--- config.mk ---
export PLATFORM = sky130hd
export DESIGN_NAME = tds_top
export DESIGN_NICKNAME = d
export VERILOG_FILES = /design/src/tds_pkg.sv /design/src/tds_top.sv
export SDC_FILE = /design/constraint.sdc
export NUM_CORES = 1
export LEC_CHECK = 0
export BUFFER_PORTS_ARGS = -buffer_cell sky130_fd_sc_hd__buf_2
export CORE_UTILIZATION = 25
export DETAILED_ROUTE_END_ITERATION = 16
export SETUP_SLACK_MARGIN = 0.2
export SYNTH_ARGS = -nofsm -noshare
export SYNTH_HDL_FRONTEND = slang
export SYNTH_SLANG_ARGS = --single-unit
--- constraint.sdc ---
create_clock -name clk_i -period 6.4 [get_ports clk_i]
set_clock_uncertainty 0.15 [all_clocks]
set_input_delay 1.28 -clock clk_i [delete_from_list [all_inputs] [get_ports clk_i]]
set_output_delay 1.28 -clock clk_i [all_outputs]
set_load 0.1 [all_outputs]
--- src/tds_pkg.sv ---
// Purpose: Constants for the triggered delay sequencer
// Assumes: 100 MHz system clock, 16-bit classic Wishbone slave
// Notes:   Port index is {chip, A2, A1}; chip 1 is the high byte lane
package tds_pkg;
  localparam int unsigned CLK_MHZ       = 100;
  localparam int unsigned SEQ_ACC_W     = 6;
  // 39.0625 MHz / 100 MHz = 25/64
  localparam logic [5:0]  SEQ_ACC_STEP  = 6'h19;
  localparam int unsigned STRETCH_NS    = 200;
  localparam int unsigned STRETCH_CYC   = (STRETCH_NS * CLK_MHZ) / 1000;
  localparam int unsigned HOLD_NS       = 3300;
  localparam int unsigned HOLD_CYC      = (HOLD_NS * CLK_MHZ + 999) / 1000;
  localparam int unsigned RST_PULSE_CYC = 4;
  localparam int unsigned COARSE_W      = 24;
  // Port indices inside a chip
  localparam logic [1:0]  PORT_A        = 2'h0;
  localparam logic [1:0]  PORT_B        = 2'h1;
  localparam logic [1:0]  PORT_C        = 2'h2;
  localparam logic [1:0]  PORT_CTRL     = 2'h3;
  // Word address of the status register (adr_i[3:1])
  localparam logic [2:0]  STATUS_ADR    = 3'h4;
  // High chip port C fields
  localparam int unsigned HC_LVL_LO     = 0;
  localparam int unsigned HC_SRC_LO     = 2;
  localparam int unsigned HC_CMD_LO     = 4;
  localparam int unsigned HC_ACK        = 7;
  // Trigger source select codes
  localparam logic [1:0]  SRC_CHAN_A    = 2'h0;
  localparam logic [1:0]  SRC_CHAN_B    = 2'h1;
  localparam logic [1:0]  SRC_SOFT      = 2'h2;
  localparam logic [1:0]  SRC_EXT       = 2'h3;
  // Command codes
  localparam logic [1:0]  CMD_IDLE      = 2'h0;
  localparam logic [1:0]  CMD_RESET     = 2'h1;
  localparam logic [1:0]  CMD_LOAD      = 2'h2;
  localparam logic [1:0]  CMD_HALT_ARM  = 2'h3;
  localparam logic [7:0]  PORT_RST      = 8'h00;
  typedef enum logic [2:0] {
    TDS_ST_BOARD_RST, TDS_ST_ARMED, TDS_ST_RAMP1, TDS_ST_GATE,
    TDS_ST_COUNT, TDS_ST_RAMP2, TDS_ST_SAMPLE1, TDS_ST_SAMPLE2
  } tds_state_t;
endpackage : tds_pkg

--- src/tds_top.sv ---
// Purpose: Trigger-to-sample delay sequencer with parallel output ports
// Assumes: All inputs synchronous to clk_i; analog parts are outside
// Notes:   Fine delay below one sequencing period is done by the ramp
`timescale 1ns/1ns
module tds_top
  import tds_pkg::*;
(
  input  wire logic                clk_i,         // 100 MHz clock
  input  wire logic                rst_i,         // Sync reset, high
  input  wire logic                cyc_i,         // Wishbone cycle
  input  wire logic                stb_i,         // Wishbone strobe
  input  wire logic                we_i,          // Write enable
  input  wire logic [3:1]          adr_i,         // Word address
  input  wire logic [1:0]          sel_i,         // Byte lanes
  input  wire logic [15:0]         dat_i,         // Write data
  output logic      [15:0]         dat_o,         // Read data
  output logic                     ack_o,         // Acknowledge
  input  wire logic                trig_a_n_i,    // Channel A trigger
  input  wire logic                trig_b_n_i,    // Channel B trigger
  input  wire logic                trig_ext_n_i,  // External trigger
  input  wire logic                cmp_i,         // Sample comparator
  input  wire logic                kbd_irq_i,     // Keyboard request
  input  wire logic                gpib_irq_i,    // GPIB request
  output logic      [7:0]          fine_delay_o,  // Fine delay DAC
  output logic      [9:0]          trig_level_o,  // Trigger level DAC
  output logic                     ramp_on_o,     // Ramp running
  output logic                     ramp_preset_o, // Ramp at start
  output logic                     hold_sample_o, // Hold sampling
  output logic                     hold_active_o, // Hold engaged
  output logic                     cmp_latch_o,   // Freeze comparator
  output logic                     sample1_o,     // First sample pulse
  output logic                     sample2_o,     // Second sample pulse
  output logic                     ready_o,       // Front panel ready
  output logic                     irq_o,         // Sample done irq
  output logic                     halt_o         // Processor halt
);
  import tds_pkg::*;

  logic [7:0]          port_q [8];
  tds_state_t          state;
  logic [SEQ_ACC_W:0]  next_acc;
  logic [SEQ_ACC_W-1:0] acc;
  logic [4:0]          stretch_cnt;
  logic [8:0]          hold_cnt;
  logic [2:0]          rst_cnt;
  logic [COARSE_W-1:0] load_val, count;
  logic [3:0]          cmd_lines_n, cmd_lines_q;
  logic [1:0]          src, cmd;
  logic                seq_tick, stretched, stretched_q, board_rst;
  logic                halt_armed, rst_pulse, trig_sel_n, wr_stb;
  logic                new_data_ack;

  // Active-low one-hot command lines
  function automatic logic [3:0] cmd_decode(input logic [1:0] c);
    logic [3:0] l;
    l = 4'hf;
    l[c] = 1'b0;
    return l;
  endfunction : cmd_decode

  assign src          = port_q[6][HC_SRC_LO+:2];
  assign cmd          = port_q[6][HC_CMD_LO+:2];
  assign new_data_ack = port_q[6][HC_ACK];
  assign cmd_lines_n  = cmd_decode(cmd);
  assign wr_stb       = cyc_i & stb_i & we_i & ack_o;
  assign rst_pulse    = (rst_cnt != 3'h0);

  // Wishbone: one wait state, ack drops the cycle after
  always_ff @(posedge clk_i) begin
    if (rst_i) begin
      ack_o <= 1'b0;
      dat_o <= 16'h0000;
    end else begin
      ack_o <= cyc_i & stb_i & ~ack_o;
      if (adr_i == STATUS_ADR) begin
        dat_o <= {8'h00, halt_o, irq_o, ready_o, board_rst,
                  ramp_on_o, hold_active_o, cmp_latch_o, halt_armed};
      end else if (adr_i[3]) begin
        dat_o <= 16'h0000;
      end else begin
        dat_o <= {port_q[{1'b1, adr_i[2:1]}], port_q[{1'b0, adr_i[2:1]}]};
      end
    end
  end

  // Low lane writes the low chip, high lane the high chip
  for (genvar g = 0; g < 8; g++) begin : g_port
    always_ff @(posedge clk_i) begin
      if (rst_i) begin
        port_q[g] <= PORT_RST;
      end else if (wr_stb && !adr_i[3] && adr_i[2:1] == 2'(g % 4)
                   && sel_i[g/4]) begin
        port_q[g] <= dat_i[(g/4)*8 +: 8];
      end
    end
  end

  // Trigger level follows the ports; fine delay loads from port 0 on the load command
  always_ff @(posedge clk_i) begin
    if (rst_i) begin
      trig_level_o <= 10'h000;
      fine_delay_o <= 8'hff;
    end else begin
      trig_level_o <= {port_q[6][HC_LVL_LO+:2], port_q[2]};
      if (!cmd_lines_n[CMD_LOAD]) begin
        fine_delay_o <= ~port_q[0];
      end
    end
  end

  // Coarse count stored inverted: delay = max - value
  always_ff @(posedge clk_i) begin
    if (rst_i) begin
      load_val <= '1;
    end else if (!cmd_lines_n[CMD_LOAD]) begin
      load_val <= ~{port_q[5], port_q[4], port_q[1]};
    end
  end

  // Phase accumulator gives exact 25.6 ns average period
  assign next_acc = {1'b0, acc} + {1'b0, SEQ_ACC_STEP};
  always_ff @(posedge clk_i) begin
    if (rst_i) begin
      acc      <= '0;
      seq_tick <= 1'b0;
    end else begin
      acc      <= next_acc[SEQ_ACC_W-1:0];
      seq_tick <= next_acc[SEQ_ACC_W];
    end
  end

  // Command line history for edge detection
  always_ff @(posedge clk_i) begin
    if (rst_i) begin
      cmd_lines_q <= 4'hf;
    end else begin
      cmd_lines_q <= cmd_lines_n;
    end
  end

  // Reset pulse from the falling edge of the reset line
  always_ff @(posedge clk_i) begin
    if (rst_i) begin
      rst_cnt <= 3'h0;
    end else if (cmd_lines_q[CMD_RESET] && !cmd_lines_n[CMD_RESET]) begin
      rst_cnt <= 3'(RST_PULSE_CYC);
    end else if (rst_pulse) begin
      rst_cnt <= rst_cnt - 3'h1;
    end
  end

  // Soft trigger is the reset pulse's last cycle, after the release,
  // so the edge detector sees it while the sequence is armed
  always_comb begin
    case (src)
      SRC_CHAN_A: trig_sel_n = trig_a_n_i;
      SRC_CHAN_B: trig_sel_n = trig_b_n_i;
      SRC_SOFT:   trig_sel_n = (rst_cnt != 3'h1);
      SRC_EXT:    trig_sel_n = trig_ext_n_i;
      default:    trig_sel_n = 1'b1;
    endcase
  end

  // Stretcher keeps the pulse 200 ns past its last trailing edge
  assign stretched = ~trig_sel_n | (stretch_cnt != 5'h00);
  always_ff @(posedge clk_i) begin
    if (rst_i) begin
      stretch_cnt <= 5'h00;
      stretched_q <= 1'b0;
    end else begin
      if (!trig_sel_n) begin
        stretch_cnt <= 5'(STRETCH_CYC);
      end else if (stretch_cnt != 5'h00) begin
        stretch_cnt <= stretch_cnt - 5'h01;
      end
      stretched_q <= stretched;
    end
  end

  // Board reset latch: set by load or second sample
  always_ff @(posedge clk_i) begin
    if (rst_i) begin
      board_rst <= 1'b1;
    end else if (state == TDS_ST_SAMPLE2) begin
      board_rst <= 1'b1;
    end else if (!cmd_lines_n[CMD_LOAD]) begin
      board_rst <= 1'b1;
    end else if (rst_cnt == 3'(RST_PULSE_CYC)) begin
      board_rst <= 1'b0;
    end
  end

  // Main sequence; tick plays both clock phases of the slow clock
  always_ff @(posedge clk_i) begin
    if (rst_i || board_rst) begin
      state <= TDS_ST_BOARD_RST;
      count <= '0;
    end else begin
      case (state)
        TDS_ST_BOARD_RST: state <= TDS_ST_ARMED;
        TDS_ST_ARMED: begin
          if (stretched && !stretched_q) begin
            state <= TDS_ST_RAMP1;
          end
        end
        TDS_ST_RAMP1: begin
          if (seq_tick) begin
            state <= TDS_ST_GATE;
          end
        end
        TDS_ST_GATE: begin
          if (seq_tick) begin
            state <= TDS_ST_COUNT;
            count <= load_val;
          end
        end
        TDS_ST_COUNT: begin
          if (seq_tick) begin
            if (count == '0) begin
              state <= TDS_ST_RAMP2;
            end else begin
              count <= count - 1'b1;
            end
          end
        end
        TDS_ST_RAMP2: begin
          if (cmp_i) begin
            state <= TDS_ST_SAMPLE1;
          end
        end
        TDS_ST_SAMPLE1: state <= TDS_ST_SAMPLE2;
        TDS_ST_SAMPLE2: state <= TDS_ST_SAMPLE2;
        default:        state <= TDS_ST_BOARD_RST;
      endcase
    end
  end

  // Outputs registered from the next state, except ramp_on_o's RAMP1 term, which uses the current state
  always_ff @(posedge clk_i) begin
    if (rst_i) begin
      ramp_on_o     <= 1'b0;
      ramp_preset_o <= 1'b1;
      ready_o       <= 1'b1;
      cmp_latch_o   <= 1'b1;
      sample1_o     <= 1'b0;
      sample2_o     <= 1'b0;
    end else begin
      // On for a cycle at least, even when a tick follows the trigger
      ramp_on_o     <= (state == TDS_ST_RAMP1)
                    || (state == TDS_ST_COUNT && seq_tick && count == '0)
                    || (state == TDS_ST_RAMP2 && !cmp_i);
      ramp_preset_o <= board_rst;
      ready_o       <= board_rst;
      cmp_latch_o   <= board_rst || state == TDS_ST_SAMPLE1
                    || state == TDS_ST_SAMPLE2
                    || (state == TDS_ST_RAMP2 && cmp_i);
      sample1_o     <= state == TDS_ST_RAMP2 && cmp_i && !board_rst;
      sample2_o     <= state == TDS_ST_SAMPLE1 && !board_rst;
    end
  end

  // Hold: 3.3 us sample window, engaged until acknowledged
  always_ff @(posedge clk_i) begin
    if (rst_i) begin
      hold_cnt      <= 9'h000;
      hold_sample_o <= 1'b0;
      hold_active_o <= 1'b0;
    end else begin
      if (state == TDS_ST_ARMED && !board_rst && stretched
          && !stretched_q) begin
        hold_cnt      <= 9'(HOLD_CYC - 1);
        hold_sample_o <= 1'b1;
        hold_active_o <= 1'b1;
      end else begin
        if (hold_cnt != 9'h000) begin
          hold_cnt <= hold_cnt - 9'h001;
        end else begin
          hold_sample_o <= 1'b0;
        end
        if (new_data_ack) begin
          hold_active_o <= 1'b0;
        end
      end
    end
  end

  // Interrupt latch; a new sample wins over the acknowledge
  always_ff @(posedge clk_i) begin
    if (rst_i) begin
      irq_o <= 1'b0;
    end else if (state == TDS_ST_SAMPLE2 && sample2_o) begin
      irq_o <= 1'b1;
    end else if (new_data_ack) begin
      irq_o <= 1'b0;
    end
  end

  // Halt latches: arm, then reset line rising edge asserts
  always_ff @(posedge clk_i) begin
    if (rst_i || kbd_irq_i || gpib_irq_i) begin
      halt_armed <= 1'b0;
      halt_o     <= 1'b0;
    end else if (sample2_o) begin
      halt_armed <= 1'b0;
      halt_o     <= 1'b0;
    end else begin
      if (!cmd_lines_n[CMD_HALT_ARM]) begin
        halt_armed <= 1'b1;
      end
      if (!cmd_lines_q[CMD_RESET] && cmd_lines_n[CMD_RESET]
          && halt_armed) begin
        halt_o <= 1'b1;
      end
    end
  end
endmodule : tds_top

# Word level (Yosys, flattened, before mapping)
# Memories as Yosys holds them, arrays and structs flattened. A register that Yosys moved wholly into a read port is not among the register bits.
# Cells that the tools add are included.
[totals] wordCells=204 mem_bits_rw=64 mem_count=1 regBits=116 in_bits=32
[mem_list] name="port_q" words=8 width=8 read_ports=8 rd_ports_with_merged_regs=2 wr=8 line_no="tds_top.sv:39" rtl="logic [7:0] port_q [8];"
[classes] order_cmp=2 n_eq_ne=25 reduce_logical=63 bitwise_logic=19 n_mux=61 add_sub_neg=5
[ops] operator="$mux W8" count=10
[ops] operator="$mux W24" count=3
[ops] operator="$pmux W24 S2" count=1
[ops] operator="$mux W1" count=32
[ops] operator="$logic_and A1 B1 Y1" count=28
[ops] operator="$logic_not A24 Y1" count=1
[ops] operator="$mux W3" count=8
[ops] operator="$not A24 Y24" count=1
[ops] operator="$sub A24 B1 Y24 const B" count=1
[ops] operator="$pmux W3 S7" count=1
[ops] operator="$eq A3 B3 Y1 const B" count=6
[ops] operator="$mux W9" count=2
[ops] operator="$ne A2 B2 Y1 const B" count=8
[ops] operator="$mux W5" count=2
[ops] operator="$reduce_bool A2 Y1" count=5
[ops] operator="$reduce_or A2 Y1" count=5
[ops] operator="$or A1 B1 Y1" count=9
[ops] operator="$reduce_bool A9 Y1" count=1
[ops] operator="$sub A9 B1 Y9 const B" count=1
[ops] operator="$eq A2 B2 Y1 const B" count=4
[ops] operator="$logic_or A1 B1 Y1" count=8
[ops] operator="$not A8 Y8" count=1
[ops] operator="$add A6 B5 Y7 const B" count=1
[ops] operator="$eq A3 B2 Y1 const B" count=2
[ops] operator="21 further kinds" count=34

# Logic depth before layout (Yosys ltp)
# Gate-level depths: netlist of the first run.
[logic_depth] depth_word=10 depth_mapped=9

# Least setup slack after synthesis of the first run
# OpenSTA, ideal clock, no wires.
[synth_path] path_kind="input port to flip-flop" start="input adr_i[1] in the netlist's numbering" end="memory port_q[3][0], enable pin" setup_slack_ps=3261 arrival_time_ps=2615 required_time_ps=5875 setup_time_ps=375 stages=4 cell_sequence="clkbuf_1 buf_2 nand2_1 o21bai_1"
[synth_rtl] item="start, declared" line_no="tds_top.sv:13" rtl="input wire logic [3:1] adr_i,"
[synth_rtl] item="end, declared" line_no="tds_top.sv:39"

# Final worst setup path of the first run
[layout_path] start="input rst_i" end="register count[23]"
[layout_via] elab_chain_len=1
[layout_lines] item="start, declared" line_no="tds_top.sv:9" rtl="input wire logic rst_i,"
[layout_lines] item="$logic_or A1 B1 Y1" line_no="tds_top.sv:195" rtl="if (rst_i || board_rst) begin"
[layout_lines] item="end signal, assigned" line_no="tds_top.sv:214" rtl="count <= load_val;"
[layout_lines] item="end signal, assigned" line_no="tds_top.sv:222" rtl="count <= count - 1'b1;"
[layout_lines] item="end, declared" line_no="tds_top.sv:46" rtl="logic [COARSE_W-1:0] load_val, count;"
# No other way between the ends.
# A chain may end at the register's enable or synchronous reset.

==> summary.txt, run 1 <==
Status
  • Outcome: completed

Clock network
  • TritonCTS buffer count: 17
  • Maximum root-to-sink buffer count: 2
  • Htree depth: 4
  • Post-CTS Resized: 0
  • Post-CTS setup buffers: 0
  • Hold-fix buffers, CTS: 0
  • Clock tree sinks: between 150 and 200
  • TritonCTS clock tree: done
  • Root buffer cell: clkbuf_16
  • Clk_lat worst skew: 0.43 ns
  • Worst-path clk slew: approximately 0.07 ns

Floorplanning
  • IO Pins: 77
  • Die Span X: between 150 and 200 um
  • Initial Util: 0.2565
  • Die Footprint: about 33000 sq um
  • Rows: 65
  • Die Ht: roughly 180 um
  • Core area: 31880 sq um

Worst setup path
  • FF-to-FF Start: count[0]$_SDFFE_PP0P_
  • FF-to-FF path depth: 7
  • Critical Path RT: approximately 6.6 ns
  • Register-to-register setup slack: 3.59 ns
  • Crit Path Class: input pin to flop
  • CP endpoint kind: flop
  • Critical Path AT: 3.19 ns
  • Worst R2R End: count[18]$_SDFFE_PP0P_
  • End of the critical path: count[23]$_SDFFE_PP0P_
  • CP Launch Point: rst_i
  • CP Max Fanout: 31
  • Startpoint Class: input pin

Yosys
  • Post-Synthesis Cells: 762
  • Compound-cell area share of the yosys netlist: 0.1423
  • Mapped Area: ~8000 sq um
  • Synth Flop Type: dfxtp_1
  • Multiplexer share of the synthesized area: 0.04943
  • Simple-gate area share of the yosys netlist: 0.2090
  • Sequential share of the synthesized area: 0.5362
  • Top cell type's share of synthesized area: 0.3011
  • Dominant cell type by area after synthesis: dfxtp_1
  • Post-synthesis register bit count: ~190
  • Cells taking the most area after synthesis: dfxtp_1 30%, edfxtp_1 24%, and2_1 5.7%
  • Syn_nets: 803
  • Dominant cell by count in the synthesized netlist: dfxtp_1
  • Largest family of logic cells by synthesized area: simple AND/OR/NAND/NOR gates
  • Synth unique cells: between 60 and 70
  • Top cells by count, synth: 123 x dfxtp_1, 78 x nor2_1, 74 x and2_1
  • Synth Area in XOR/XNOR: 0.01285
  • Number of synthesized flops with an enable pin: 64
  • Synth Warn #: 0
  • Post-synthesis adder-cell area fraction: 0.01377
  • Avg Cell Area, Syn: between 10 and 15 sq um
  • Post-synthesis async set-or-reset flop share: 0

Global route
  • GR Util All Layers: 0.1244
  • First-pass GRT wire length: 32550 um
  • GRT overflow: 0
  • Vias in the first global route: 5726
  • Pin count of the biggest net entering global routing: 60
  • Antenna violations before repair: 0

Finish
  • Layout Utilization: 0.2973
  • Layout cells sized above 1: 0.1763
  • Layout filler cell count: 3331
  • Final nets: 856
  • Area grow syn2layout: 15.90%
  • Diode count: 0
  • Sequential cell area: 4384 sq um
  • Multi-input logic area: approximately 3500 sq um

Placement
  • Port-buffer cells: 76
  • RD Place Congestion: a little over 0.8
  • Dpl hpwl: 14610 um

STA
  • Final setup vio count: 0
  • Slew Limit Headroom: 0.3133
  • Sum of negative setup slack: 0 ns
  • Worst hold slack: between 0.3 and 0.4 ns
  • Worst-Margin Slew: a little over 1 ns
  • Post-layout min period: ~3 ns
  • Final period utilization: 0.4664
  • Pins Over Slew Limit: 0
  • Final hold violations: 0
  • Max Clock Freq: roughly 0.34 GHz
  • RSZ-0062 raised after global routing: no

Routing
  • Pre-antenna DRT Iters: 5
  • Drt drc: 0
  • Vias: between 5000 and 6000
  • Drt first-iter violations: about 390
  • Final ANT Viol Nets: 0
  • WL/cell: roughly 16 um
  • Final Routed Wirelength: roughly 20000 um
  • Post-detailed-route via-to-cell ratio: 4.721

Worst hold path
  • Min-Delay Path Class: flop to flop

Pwr
  • Power Density: 301.9 nW/um^2
  • Static leakage: about 3.6 nW
  • Worst vdd ir: between 150 and 200 uV

Flow run
  • Max Cap Viol: 0
## layout by cell type (no fill, tap or decap), types with 5 or more instances in the layout
cell type and count:
nand2b_1 14, o21bai_1 8, inv_1 13, buf_4 5, nand3_1 8, o21ai_0 5, dfxtp_1 123, a21oi_1 56
o32ai_1 9, xnor2_1 11, nor3b_1 5, nor2_1 78, or4_1 7, nand2_1 37, buf_2 76, edfxtp_1 64
ha_1 9, and2_1 74, clkbuf_16 19, nor4_1 13, a211o_1 33, nor3_1 28, o22ai_1 12, a22o_1 8
a22oi_1 8, mux4_2 17, nor2b_1 13
## report_power, final
group	total (W)	leakage, nW	switching [W]	internal (W)
registers	0.00137	1.67	0.0000661	0.00130
logic	0.000460	1.63	0.000286	0.000174
clock network	0.00103	0.281	0.000452	0.000578
total	0.00286	3.59	0.000804	0.00206
## registers in the layout, indices dropped and copies added (netlist names), 5 cells and up
name	cells
hold_cnt	9
load_val	24
port_q	64
count	24
stretch_cnt	5
dat_o	16
fine_delay_o	8
acc	6
trig_level_o	10
## area by class of cell
cell class                      count  area share
Sequential cell                   187      0.4626
Multi-Input combinational cell    514      0.3690
Tap cell                          435     0.05743
Clock buffer                       25     0.05572
Timing Repair Buffer               81     0.04410
Clock inverter                      7    0.005545
Inverter                           14    0.005545
## worst max-delay path, cell delays in order
cell	delay (ns)
buf_2	0.28
nor2_1	0.17
buf_4	0.31
clkinv_1	0.52
a2111o_1	0.51
o211ai_1	0.08
## worst min path at each step
stage | to | slack, ns | start | cells after the start
after floorplan | acc[0]$_SDFF_PP0_ | 0.27 | acc[0]$_SDFF_PP0_ | 1
after global placement | acc[0]$_SDFF_PP0_ | 0.29 | acc[0]$_SDFF_PP0_ | 1
after detailed placement | acc[0]$_SDFF_PP0_ | 0.30 | acc[0]$_SDFF_PP0_ | 1
after CTS | acc[0]$_SDFF_PP0_ | 0.31 | acc[0]$_SDFF_PP0_ | 1
after global routing | acc[0]$_SDFF_PP0_ | 0.33 | acc[0]$_SDFF_PP0_ | 1
final | ack_o$_SDFF_PP0_ | 0.30 | ack_o$_SDFF_PP0_ | 1
## per-layer routing
| layer | track usage | wire, um | share of wire | up-vias |
|---|---|---|---|---|
| met5 | 0 | 0 | 0 | - |
| met3 | 0.02125 | 725 | 0.036 | 23 |
| met2 | 0.2018 | 9662 | 0.47 | 151 |
| met1 | 0.1681 | 9676 | 0.47 | 2898 |
| li1 | - | - | - | 2890 |
| met4 | 0.04000 | 309 | 0.015 | 0 |
## cell families after synthesis
group | Yosys count
AOI/OAI and AO/OA | 164
and+or+nand+nor | 310
DFF | 187
xor gates and xnor gates | 12
adders and majority gates | 9
buffers and inverters | 61
muxes | 19
## per-stage QoR
step                instance area (sq um)  worst slack (ns)  total power [W]  instances
finish                               9477             3.415         0.002861       1263
global route                         9477             3.286         0.002979       1263
CTS                                  9477             3.432         0.002882       1263
detailed placement                   8896             2.972         0.001857       1231
global placement                     8896             3.004         0.001848       1231
floorplan                            8177             3.261         0.001754        762
Power figures use the tool's default switching activity.
==> run 2: changes to the inputs <==
--- a/config.mk
+++ b/config.mk
@@ -5,6 +5,7 @@
 export SDC_FILE = /design/constraint.sdc
 export NUM_CORES = 1
 export LEC_CHECK = 0
+export ABC_AREA = 1
 export BUFFER_PORTS_ARGS = -buffer_cell sky130_fd_sc_hd__buf_2
 export CORE_UTILIZATION = 25
 export DETAILED_ROUTE_END_ITERATION = 16
==> constraint.sdc (replaced) <==
create_clock -name clk_i -period 2.41 [get_ports clk_i]
set_clock_uncertainty 0.15 [all_clocks]
set_input_delay 0.482 -clock clk_i [delete_from_list [all_inputs] [get_ports clk_i]]
set_output_delay 0.482 -clock clk_i [all_outputs]
set_load 0.1 [all_outputs]
==> summary.txt, run 2 <==
STA
  • Post-layout min period: 2.102 ns
  • RSZ-0062 raised after global routing: no
  • Worst-Margin Slew: ~0.61 ns
  • Sum of negative setup slack: 0 ns
  • Slack of the critical path: between 0.3 and 0.4 ns
  • Pins Over Slew Limit: 0
  • Final setup vio count: 0
  • Final hold violations: 0
  • Final period utilization: 0.8722
  • Slew Limit Headroom: 0.5919
  • Max Clock Freq: between 0.4 and 0.5 GHz

Worst hold path
  • Min-Delay Path Class: input pin to flop

Global route
  • Pin count of the biggest net entering global routing: between 60 and 70
  • GRT overflow: 0
  • Vias in the first global route: about 6300
  • First-pass GRT wire length: about 33000 um
  • Antenna violations before repair: 0
  • GR Util All Layers: 0.1265

Finish
  • Largest regs: port_q x64, count x24, load_val x24
  • Commonest non-fill, non-tap cell in the layout: nand2_1
  • Register with the most flip-flops: port_q
  • Final nets: roughly 1100
  • Layout filler cell count: between 3000 and 4000
  • Largest register FFs: between 60 and 70
  • Area grow syn2layout: 18.00%
  • Layout cells sized above 1: 0.1553
  • Diode count: 0
  • Most frequent cells in the layout: 172 x nand2_1, 164 x nor2_1, 122 x dfxtp_1

Clock network
  • Root buffer cell: clkbuf_16
  • Htree depth: 4
  • Maximum root-to-sink buffer count: 2
  • Clk_lat worst skew: 0.42 ns
  • Clock tree sinks: 187
  • TritonCTS clock tree: done
  • Post-CTS setup buffers: 0
  • Hold-fix buffers, CTS: 0
  • Worst-path clk slew: about 0.07 ns
  • TritonCTS buffer count: 17

Worst setup path
  • Register-to-register setup slack: ~0.38 ns
  • Crit Path Class: flop to output port
  • Critical Path AT: around 1.5 ns
  • Crit-path leading delay family: flip-flops
  • Worst path max stage delay: about 0.54 ns
  • CP Cell Sequence: buf_2
  • CP max-delay cell: dfxtp_1
  • CP Max Fanout: 3
  • CP endpoint kind: output port
  • CP bufs+invs: 1
  • Startpoint Class: flop
  • Critical Path RT: 1.78 ns

Yosys
  • Top cell type's share of synthesized area: 0.3007
  • Top cells by count, synth: 172 x nand2_1, 164 x nor2_1, 123 x dfxtp_1
  • Synth Flop Type: dfxtp_1
  • Sequential share of the synthesized area: 0.5354
  • Post-Synthesis Cells: 983
  • Synth unique cells: 46
  • Syn_nets: 1024
  • Cells taking the most area after synthesis: dfxtp_1 30%, edfxtp_1 23%, nand2_1 7.9%
  • Post-synthesis async set-or-reset flop share: 0
  • Number of synthesized flops with an enable pin: 64
  • Mapped Area: 8189 sq um
  • Dominant cell type by area after synthesis: dfxtp_1
  • Dominant cell by count in the synthesized netlist: nand2_1
  • Avg Cell Area, Syn: ~8.3 sq um
  • Synth Warn #: 0
  • Post-synthesis register bit count: roughly 190

Pwr
  • Sw Pwr: 0.002143 W
  • Power Density: 777.8 nW/um^2
  • Switching part of the total: 0.2851
  • Sequential share of power: 0.476
  • Combinational share of power: 0.154
  • Worst vdd ir: 507.6 uV
  • Clk pwr share: 0.370
  • Static leakage: 4.121 nW
  • Power Total: approximately 0.0075 W
  • Int Power: roughly 0.0054 W

Floorplanning
  • IO Pins: 77
  • Die Ht: approximately 180 um
  • Rows: 65
  • Die Footprint: around 33000 sq um
  • Initial Util: 0.2569
  • Die Span X: 183.0 um
  • Core area: 31880 sq um

Status
  • Outcome: completed

Routing
  • WL/cell: around 14 um
  • Vias: approximately 6700
  • Final Routed Wirelength: 20790 um
  • Post-detailed-route via-to-cell ratio: 4.452
  • Pre-antenna DRT Iters: 5
  • Final ANT Viol Nets: 0
  • Drt drc: 0
  • Drt first-iter violations: 447

Placement
  • Port-buffer cells: 76
  • RD Place Congestion: 0.8566
  • Dpl hpwl: 15630 um
  • Place WS: 0.3814 ns

Flow run
  • Max Cap Viol: 0
-- run 2: changes by cell type in the layout (fill, tap and decap cells not counted), sizes merged, moves of 41 or more --
cell | previous run | this run
nand2 | 37 | 179
nor2 | 79 | 171
o21ai | 5 | 65
inv | 15 | 114
and2 | 75 | 1
nand3 | 9 | 50
-- run 2: metrics by stage --
| step | cells | hold slack, ns | instance area [sq um] | utilization |
|---|---|---|---|---|
| 2_1_floorplan | 983 | 0.2795 | 8190 | - |
| 3_3_place_gp | 1472 | 0.2575 | 9071 | 0.2845 |
| 3_5_place_dp | 1472 | 0.2597 | 9071 | 0.2845 |
| 4_1_cts | 1504 | 0.1371 | 9658 | 0.3029 |
| 5_1_grt | 1504 | 0.1618 | 9663 | 0.3031 |
| 6_report | 1504 | 0.1569 | 9663 | 0.3031 |
-- run 2: path summary, 6_finish.rpt --
path	end	cells after the start	startpoint
worst min-delay path	ack_o$_SDFF_PP0_	3	stb_i
worst max-delay path	sample2_o	1	sample2_o$_SDFF_PP0_
worst max register to register	count[22]$_SDFFE_PP0P_	11	count[0]$_SDFFE_PP0P_
worst min register to register	ack_o$_SDFF_PP0_	1	ack_o$_SDFF_PP0_
-- run 2: power groups by stage --
stage / clock network, W / logic, W / registers, W
2_1_floorplan: 0 / 0.000694 / 0.00381
3_3_place_gp: 0 / 0.00113 / 0.00364
3_5_place_dp: 0 / 0.00116 / 0.00365
4_1_cts: 0.00282 / 0.00116 / 0.00358
5_1_grt: 0.00297 / 0.00129 / 0.00360
6_report: 0.00278 / 0.00116 / 0.00358
-- run 2: logic make-up after synthesis --
kind of cell | synth area share
AND/OR/NAND/NOR | 0.2341
AO/OA/AOI/OAI | 0.1358
buffers and inverters | 0.07349
flip-flops | 0.5354
XOR/XNOR | 0.007487
adder cells (fa/ha/maj) | 0.01375
-- run 2: worst register-to-register path, stage by stage, from the launching register on --
cell,delay [ns]
dfxtp_1,0.32
inv_1,0.17
ha_1,0.22
nand2_1,0.19
nor2_2,0.33
nand3_1,0.12
nand2_1,0.08
nand2_1,0.06
nor2_1,0.10
nor2_1,0.06
nor2_1,0.08
nor2_1,0.05
-- run 2: final cells by class --
type | count | area, sq um | share of cell area
clock buffer | 21 | 483.0 | 0.04998
clock inverter | 11 | 103.9 | 0.01075
timing repair buffer | 92 | 525.5 | 0.05438
multi-input combinational | 648 | 3208 | 0.3320
inverter | 110 | 412.9 | 0.04273
tap | 435 | 544.3 | 0.05633
sequential | 187 | 4385 | 0.4538
-- run 2: what timing repair did --
| item | in CTS | in global routing |
|---|---|---|
| hold endpoints to repair | 0 | 0 |
| gates resized for setup | 0 | 1 |
| endpoints found under the setup margin | 0 | 1 |
-- run 2: routing by layer --
layer  vias up  share of wire  GRT usage
li1       3401              -          -
met1      3098           0.46     0.1635
met2       175           0.49     0.2167
met3        22          0.040    0.02164
met4         0          0.010    0.03400
met5         -              0          0
